**src/common/swie_pkg.sv**
```systemverilog
package swie_pkg;

    localparam int unsigned REG_AW = 6;
    localparam int unsigned REG_DW = 24;

    // Register offsets
    localparam logic [5:0] EDGE_SEL_HIGH_OFS = 6'h23;
    localparam logic [5:0] FAULT_EN_OFS      = 6'h24;

    // Reset values
    localparam logic [23:0] EDGE_SEL_RST = 24'h000000;
    localparam logic [11:0] FAULT_EN_RST = 12'h000;

    // Edge-select field encoding
    localparam logic [1:0] EDGE_NONE    = 2'h0;
    localparam logic [1:0] EDGE_RISING  = 2'h1;
    localparam logic [1:0] EDGE_FALLING = 2'h2;
    localparam logic [1:0] EDGE_BOTH    = 2'h3;

    // Edge-select field layout
    localparam int unsigned FIRST_INPUT   = 12;
    localparam int unsigned NUM_INPUTS    = 8;
    localparam int unsigned FIELD_W       = 2;
    localparam int unsigned GROUP4_FIRST  = 16;

    // Fault-enable bit positions
    localparam int unsigned FE_SERIAL_FRAME = 0;
    localparam int unsigned FE_PARITY       = 1;
    localparam int unsigned FE_SWITCH_SHORT = 2;
    localparam int unsigned FE_THERM_SHUT   = 3;
    localparam int unsigned FE_THERM_WARN   = 4;
    localparam int unsigned FE_SUPPLY_HIGH  = 5;
    localparam int unsigned FE_UNDERVOLT    = 6;
    localparam int unsigned FE_CHECKSUM     = 7;
    localparam int unsigned FE_SUPPLY_A     = 8;
    localparam int unsigned FE_SUPPLY_B     = 9;
    localparam int unsigned FE_WETTING      = 10;
    localparam int unsigned FE_CONVERTER    = 11;
    localparam int unsigned FE_W            = 12;

    // Synchroniser depth
    localparam int unsigned SYNC_STAGES = 2;

    typedef struct packed {
        logic        wr;
        logic        rd;
        logic [5:0]  addr;
        logic [23:0] wdata;
    } swie_req_t;

    typedef struct packed {
        logic        converter_error;
        logic        wetting_error;
        logic        supply_monitor_b;
        logic        supply_monitor_a;
        logic        checksum_done;
        logic        undervoltage;
        logic        supply_high;
        logic        thermal_warning;
        logic        thermal_shutdown;
        logic        switch_short;
        logic        parity_error;
        logic        serial_frame_error;
    } swie_fault_t;

endpackage

```
**src/verilog/swie_sync.sv**
```systemverilog
`timescale 1ns/1ps
module swie_sync #(
    parameter int unsigned WIDTH = 1
) (
    input  wire logic             core_clk_in,
    input  wire logic             rstn_in,
    input  wire logic [WIDTH-1:0] async_in,
    output logic      [WIDTH-1:0] sync_out
);
    logic [WIDTH-1:0] meta_q;
    logic [WIDTH-1:0] sync_q;

    always_ff @(posedge core_clk_in) begin
        if (!rstn_in) begin
            meta_q <= '0;
            sync_q <= '0;
        end else begin
            meta_q <= async_in;
            sync_q <= meta_q;
        end
    end

    assign sync_out = sync_q;
endmodule

```
**src/verilog/swie_irq_enable.sv**
```systemverilog
`timescale 1ns/1ps
module swie_irq_enable (
    input  wire logic                   core_clk_in,
    input  wire logic                   rstn_in,
    input  wire swie_pkg::swie_req_t    reg_req_in,
    output logic [23:0]                 reg_rdata_out,
    output logic                        reg_rvalid_out,
    input  wire logic [7:0]             comp_level_in,
    input  wire swie_pkg::swie_fault_t  fault_event_in,
    output logic                        irq_out,
    output logic [7:0]                  comp_state_out
);

    localparam int unsigned N  = swie_pkg::NUM_INPUTS;
    localparam int unsigned FW = swie_pkg::FIELD_W;
    localparam int unsigned NF = swie_pkg::FE_W;

    // Two-flop synchronisers for the comparator outputs and fault events
    logic [N-1:0]  comp_sync;
    logic [NF-1:0] fault_sync;

    swie_sync #(.WIDTH(N)) u_comp_sync (
        .core_clk_in (core_clk_in),
        .rstn_in     (rstn_in),
        .async_in    (comp_level_in),
        .sync_out    (comp_sync)
    );

    swie_sync #(.WIDTH(NF)) u_fault_sync (
        .core_clk_in (core_clk_in),
        .rstn_in     (rstn_in),
        .async_in    (fault_event_in),
        .sync_out    (fault_sync)
    );

    // Decides whether a given edge-select code fires on this transition
    function automatic logic edge_hit(input logic [1:0] sel,
                                      input logic       prev,
                                      input logic       cur);
        logic rise;
        logic fall;
        rise = !prev && cur;
        fall = prev && !cur;
        case (sel)
            swie_pkg::EDGE_RISING:  edge_hit = rise;
            swie_pkg::EDGE_FALLING: edge_hit = fall;
            swie_pkg::EDGE_BOTH:    edge_hit = rise || fall;
            default:                edge_hit = 1'b0;
        endcase
    endfunction

    function automatic logic addr_is(input logic [5:0] a,
                                     input logic [5:0] ofs);
        addr_is = (a == ofs);
    endfunction

    logic [23:0]   edge_sel_q;
    logic [23:0]   edge_sel_d;
    logic [NF-1:0] fault_en_q;
    logic [NF-1:0] fault_en_d;
    logic [N-1:0]  comp_prev_q;
    logic          irq_q;
    logic          irq_d;
    logic [23:0]   rdata_q;
    logic [23:0]   rdata_d;
    logic          rvalid_q;

    // Register decode
    wire sel_edge  = addr_is(reg_req_in.addr, swie_pkg::EDGE_SEL_HIGH_OFS);
    wire sel_fault = addr_is(reg_req_in.addr, swie_pkg::FAULT_EN_OFS);
    wire wr_edge   = reg_req_in.wr && sel_edge;
    wire wr_fault  = reg_req_in.wr && sel_fault;

    assign edge_sel_d = wr_edge ? reg_req_in.wdata : edge_sel_q;
    // Upper bits dropped so reserved field stays zero
    assign fault_en_d = wr_fault ? reg_req_in.wdata[NF-1:0]
                                 : fault_en_q;

    assign rdata_d = sel_edge  ? edge_sel_q :
                     sel_fault ? {12'h000, fault_en_q} :
                                 24'h000000;

    // Per-input edge detection; comp_sync bit k is already the result of
    // comparing input 12+k with its group threshold (group3 for k<4)
    logic [N-1:0] edge_fire;
    genvar gi;
    generate
        for (gi = 0; gi < N; gi++) begin : g_edge
            wire in_group4 = (swie_pkg::FIRST_INPUT + gi)
                             >= swie_pkg::GROUP4_FIRST;
            assign edge_fire[gi] =
                edge_hit(edge_sel_q[gi*FW +: FW],
                         comp_prev_q[gi], comp_sync[gi]);
        end
    endgenerate

    wire [NF-1:0] fault_fire = fault_sync & fault_en_q;
    assign irq_d = (|edge_fire) || (|fault_fire);

    always_ff @(posedge core_clk_in) begin
        if (!rstn_in) begin
            edge_sel_q  <= swie_pkg::EDGE_SEL_RST;
            fault_en_q  <= swie_pkg::FAULT_EN_RST;
            comp_prev_q <= '0;
            irq_q       <= 1'b0;
            rdata_q     <= 24'h000000;
            rvalid_q    <= 1'b0;
        end else begin
            edge_sel_q  <= edge_sel_d;
            fault_en_q  <= fault_en_d;
            comp_prev_q <= comp_sync;
            irq_q       <= irq_d;
            rdata_q     <= rdata_d;
            rvalid_q    <= reg_req_in.rd;
        end
    end

    assign reg_rdata_out  = rdata_q;
    assign reg_rvalid_out = rvalid_q;
    assign irq_out        = irq_q;
    assign comp_state_out = comp_prev_q;
endmodule

```
**config.mk**
```make
export PLATFORM = sky130hd
export DESIGN_NAME = swie_irq_enable
export DESIGN_NICKNAME = d
export VERILOG_FILES = /design/src/common/swie_pkg.sv /design/src/verilog/swie_sync.sv /design/src/verilog/swie_irq_enable.sv
export SDC_FILE = /design/constraint.sdc
export NUM_CORES = 1
export LEC_CHECK = 0
export BUFFER_PORTS_ARGS = -buffer_cell sky130_fd_sc_hd__buf_2
export CAP_MARGIN = 5
export CORE_ASPECT_RATIO = 0.75
export CORE_MARGIN = 4
export CORE_UTILIZATION = 40
export CTS_CLUSTER_SIZE = 14
export DETAILED_ROUTE_END_ITERATION = 8
export GPL_ROUTABILITY_DRIVEN = 0
export PLACE_DENSITY = 0.61
export SETUP_SLACK_MARGIN = 0.15
export SYNTH_ARGS = -nofsm -noshare
export SYNTH_HDL_FRONTEND = slang
export SYNTH_SLANG_ARGS = --single-unit
```
**constraint.sdc**
```tcl
create_clock -name core_clk_in -period 4.4 [get_ports core_clk_in]
set_input_delay 0.22 -clock core_clk_in [delete_from_list [all_inputs] [get_ports core_clk_in]]
set_output_delay 0.22 -clock core_clk_in [all_outputs]
set_load 0.03 [all_outputs]
```
* Yosys cells after proc, flatten, opt, wreduce, memory -nomap -nowiden
Index checks and enable logic that the tools add are counted.
Storage, ports and cells: flip-flop bits (word level) 110, bits of input ports 54, output and inout port bits 34, logic and storage cells 92
Cells by class: eq/ne operators 26, multiplexer cells 10, bitwise logic cells 1, reductions and logical operators 45
Operators with widths (count):
- $eq 2x2->1 const B | 16
- $mux 24 | 1
- $pmux 1 s3 | 8
- $logic_and 1x1->1 | 18
- $eq 2x1->1 const B | 8
- $logic_not 1->1 | 16
- $and 12x12->12 | 1
- $eq 6x6->1 const B | 2
- $mux 12 | 1
- $reduce_or 12->1 | 1
- $logic_or 1x1->1 | 9
- $reduce_or 8->1 | 1

* Longest topological paths before layout
word-level depth 6, mapped depth 7, mapped depth without buffers 7

* Modules after synthesis
A second synthesis with hierarchy kept.
Second synthesis, totals: cells, all modules 353, area, all modules 4035.1 µm²
By module, submodules not included:
- swie_irq_enable | times used 1, cells each 270, area each 2912.8 µm²
- swie_sync at u_fault_sync | times used 1, cells each 50, area each 675.6 µm²
- swie_sync at u_comp_sync | times used 1, cells each 33, area each 446.7 µm²

* Worst setup path after synthesis
No wires, ideal clock.
path kind register to register, from reg comp_prev_q[2] (netlist: comp_state_out[2]), to reg irq_q (netlist: irq_out), setup time 0.120 ns, arrival time 1.603 ns, path slack 2.677 ns, stages on the path, launching flop included 7, buffers on the path 0, path through dfxtp_1 -> inv_1 -> ha_1 -> mux2i_1 -> a222oi_1 -> nand3_1 -> o31a_1
On the way: word-level cells in the longest chain between the ends 6
Ends and longest elaborated chain:
- start: declaration | RTL line swie_irq_enable.sv:61 | logic [N-1:0] comp_prev_q;
- start signal: assignment | RTL line swie_irq_enable.sv:111 | comp_prev_q <= comp_sync;
- $logic_not 1->1 | RTL line swie_irq_enable.sv:42 | rise = !prev && cur;
- $logic_and 1x1->1 | RTL line swie_irq_enable.sv:42
- $logic_or 1x1->1 | RTL line swie_irq_enable.sv:47 | swie_pkg::EDGE_BOTH: edge_hit = rise || fall;
- $pmux 1 s3 (*) | RTL line swie_irq_enable.sv:44 | case (sel)
- $reduce_or 8->1 (*) | RTL line swie_irq_enable.sv:98 | assign irq_d = (|edge_fire) || (|fault_fire);
- $logic_or 1x1->1 (*) | RTL line swie_irq_enable.sv:98
- end signal: assignment | RTL line swie_irq_enable.sv:112 | irq_q <= irq_d;
- end: declaration | RTL line swie_irq_enable.sv:62 | logic irq_q;
Mark *: on every way between the ends. The rest lies on a longest branch, timed or not. A chain may end at the register's enable or synchronous reset.

* Final worst setup path
from in reg_req_in[27] (netlist name), to reg edge_sel_q[4]
On the way: word-level cells in the longest chain between the ends 2
Ends and longest elaborated chain:
- start: declaration | RTL line swie_irq_enable.sv:5 | input wire swie_pkg::swie_req_t reg_req_in,
- $eq 6x6->1 | RTL line swie_irq_enable.sv:54 | addr_is = (a == ofs);
- $logic_and 1x1->1 | RTL line swie_irq_enable.sv:71 | wire wr_edge = reg_req_in.wr && sel_edge;
- end signal: assignment | RTL line swie_irq_enable.sv:102 | edge_sel_q <= swie_pkg::EDGE_SEL_RST;
- end signal: assignment | RTL line swie_irq_enable.sv:109 | edge_sel_q <= edge_sel_d;
- end: declaration | RTL line swie_irq_enable.sv:57 | logic [23:0] edge_sel_q;
Every way passes these cells.

==> metrics <==
synth unique cells=26; Clock H-tree levels=3; CTS resizes=0; Num CTS Buffers=9; post-DR wirelength/cell=13.7 µm; final non-filler cell area=slightly below 5000 µm²; buffers added on ports=slightly below 90; reported leakage power=2.34 nW; max-cap check violation count=0; GRT Total Usage=0.141; Vias per Instance=around 4.5; dpl cell area=between 4000 and 5000 µm²; clock slew at reported path FFs=~0.07 ns; Worst R2R End=irq_out; final setup TNS=0 ns; FF-to-FF Start=comp_state_out[2]; Core Region=9700 µm²; worst slew pin tran=around 0.54 ns; CP Data Required Time=4.63 ns; register bit total from synthesis=110; Post-Syn Area=approximately 4000 µm²; worst-path cell chain=buf_2 > or3b_4 > nor3_4 > nand2_4 > mux2i_1 > nor2b_1; DR iter-0 viols=~120; layout net count=507; Power, Total=just under 2 mW; max-slew violations=0; # clock sinks=110; Filler cells=around 900; number of synthesis warnings=0; initial antenna violation count=0; Clock Tree Buf Depth=2; Seq/Total Area, Yosys=0.553; cts hold-fix bufs=0; ant diodes=0; GRT Residual Overflow=0; relative slew slack=0.636; vias in the first global route=2563; reg2reg setup slack=between 2 and 3 ns; hold path depth=2; Period minus WS final=~1.7 ns; num rows=31; Die ar.=between 10000 and 15000 µm²; Clk Latency, worst-skew pair=0.33 ns; worst-case reg-to-reg path depth=6; Fin. Hold Viols=0; via count=2576; Die Y=94.4 µm; crit path capture type=register; Critical Path Fanout Max=24; Crit path largest cell delay=about 0.49 ns; Routed Antenna Nets=0; worst vdd ir=between 0.0002 and 0.00025 V; clk root buf=clkbuf_16; Initial Util=0.411; Final setup viols=0; CP startpoint=reg_req_in[27]; final non-filler cell total=573; clock skew=between 0.003 and 0.004 ns; Worst path slowest cell=nor3_4; Tcrit/Tclk final=0.390; Synth-to-Final Area Change=20.9%; commonest non-fill, non-tap cells in the layout=dfxtp_1 (110), buf_2 (87), and2_1 (51); TritonCTS clock tree=done; post-synthesis area per instance=between 10 and 15 µm²; largest net degree at the start of global routing=76; type of origin of the critical path=input pin; DRT Wirelength=7830 µm; commonest non-fill, non-tap cell in the layout=dfxtp_1; Setup CP Type=in2reg; Setup crit end=edge_sel_q[4]; worst hold path type=in2reg; first-pass GRT wire length=roughly 12000 µm; layout cells sized above 1=0.245; Worst EP arrival=between 1.5 and 2 ns; Die X=roughly 120 µm; run status=finished, final reports clean; residual DRC count=0; Core Util, Final=0.497; IO Count=88; cell count after synthesis=355; # placed instances=558; Pre-Repair DR Iteration Count=4; synthesized net count=425; DP HPWL=~5600 µm; RSZ-0062 raised after global routing=no; Peak Freq=between 0.5 and 0.6 GHz; Post-CTS Setup Inserts=0; Power Dens Cells=slightly above 400 nW/µm²
==> cell families after synthesis <==
| kind of cell | share of synthesized area |
|---|---|
| AND/OR/NAND/NOR | 0.188 |
| flip-flops | 0.553 |
| multiplexers | 0.108 |
| buffers and inverters | 0.0452 |
| AO/OA/AOI/OAI | 0.0562 |
| adder cells (fa/ha/maj) | 0.0502 |
==> worst min-delay path by stage <==
| stage | from | to | slack [ns] |
|---|---|---|---|
| final | fault_event_in[5] | u_fault_sync.meta_q[5] | 0.09 |
| after global routing | comp_level_in[1] | u_comp_sync.meta_q[1] | 0.07 |
| after CTS | comp_level_in[5] | u_comp_sync.meta_q[5] | 0.07 |
| after detailed placement | u_comp_sync.meta_q[7] | u_comp_sync.sync_out[7] | 0.42 |
| after global placement | u_comp_sync.meta_q[1] | u_comp_sync.sync_out[1] | 0.42 |
| after floorplan | reg_req_in[30] | reg_rvalid_out | 0.35 |
==> cell usage after synthesis <==
library cell  number  area share
nor4b_4            1      0.0060
nand2_2            1      0.0016
o22ai_1            4      0.0063
o31a_1             1      0.0022
dfxtp_1          110        0.55
clkbuf_1          12       0.011
nor3_4             1      0.0041
nor2b_1           36       0.057
buf_6              3      0.0085
nand2_1           11       0.010
a22o_1            15       0.033
buf_4              2      0.0038
nand3_1            1      0.0013
and2_1            51       0.080
ha_1              16       0.050
nand4_1            1      0.0016
mux2i_1           43        0.11
nor2_1             2      0.0019
a221oi_1           3      0.0066
and3_1            12       0.019
inv_1             23       0.022
nand2_4            1      0.0028
o211ai_1           1      0.0019
a222oi_1           1      0.0025
a22oi_1            2      0.0038
or3b_4             1      0.0028
==> critical path, delay by kind of cell <==
kind          cells  cell delay, ns
buf+inv           1            0.10
mux               1            0.27
simple gates      4            1.35
==> metal layers <==
layer	GRT usage	wire length, µm	vias to the layer above	part of all wire
li1	-	-	1326	-
met1	0.178	3670	1182	0.47
met2	0.219	3450	61	0.44
met3	0.0581	602	7	0.077
met4	0.0442	97	0	0.012
met5	0	0	-	0
==> sequential cells by signal (all words and copies together), names as in the netlist <==
signal / count
fault_en_q: 12
u_fault_sync.sync_out: 12
irq_out: 1
reg_rvalid_out: 1
edge_sel_q: 24
reg_rdata_out: 24
u_comp_sync.sync_out: 8
comp_state_out: 8
u_comp_sync.meta_q: 8
u_fault_sync.meta_q: 12
==> through the flow <==
step                worst slack, ns  hold slack, ns
floorplan                      2.68           0.347
global placement               2.39           0.417
detailed placement             2.34           0.417
CTS                            2.66          0.0698
global route                   2.55          0.0716
finish                         2.68          0.0857
==> area by class of cell <==
cell class	count	area (µm²)	share of cell area
Timing Repair Buffer	88	443	0.0919
Sequential cell	110	2200	0.457
Inverter	23	86.3	0.0179
Multi-Input combinational cell	205	1600	0.333
Tap cell	132	165	0.0343
Clock buffer	13	280	0.0582
Clock inverter	2	38.8	0.00805
==> report_power, final <==
| part | internal, mW | switching, mW |
|---|---|---|
| Combinational | 0.0411 | 0.0383 |
| Clock | 0.501 | 0.333 |
| Sequential | 1.02 | 0.00786 |
| Total | 1.56 | 0.380 |
Power figures use the tool's default switching activity.
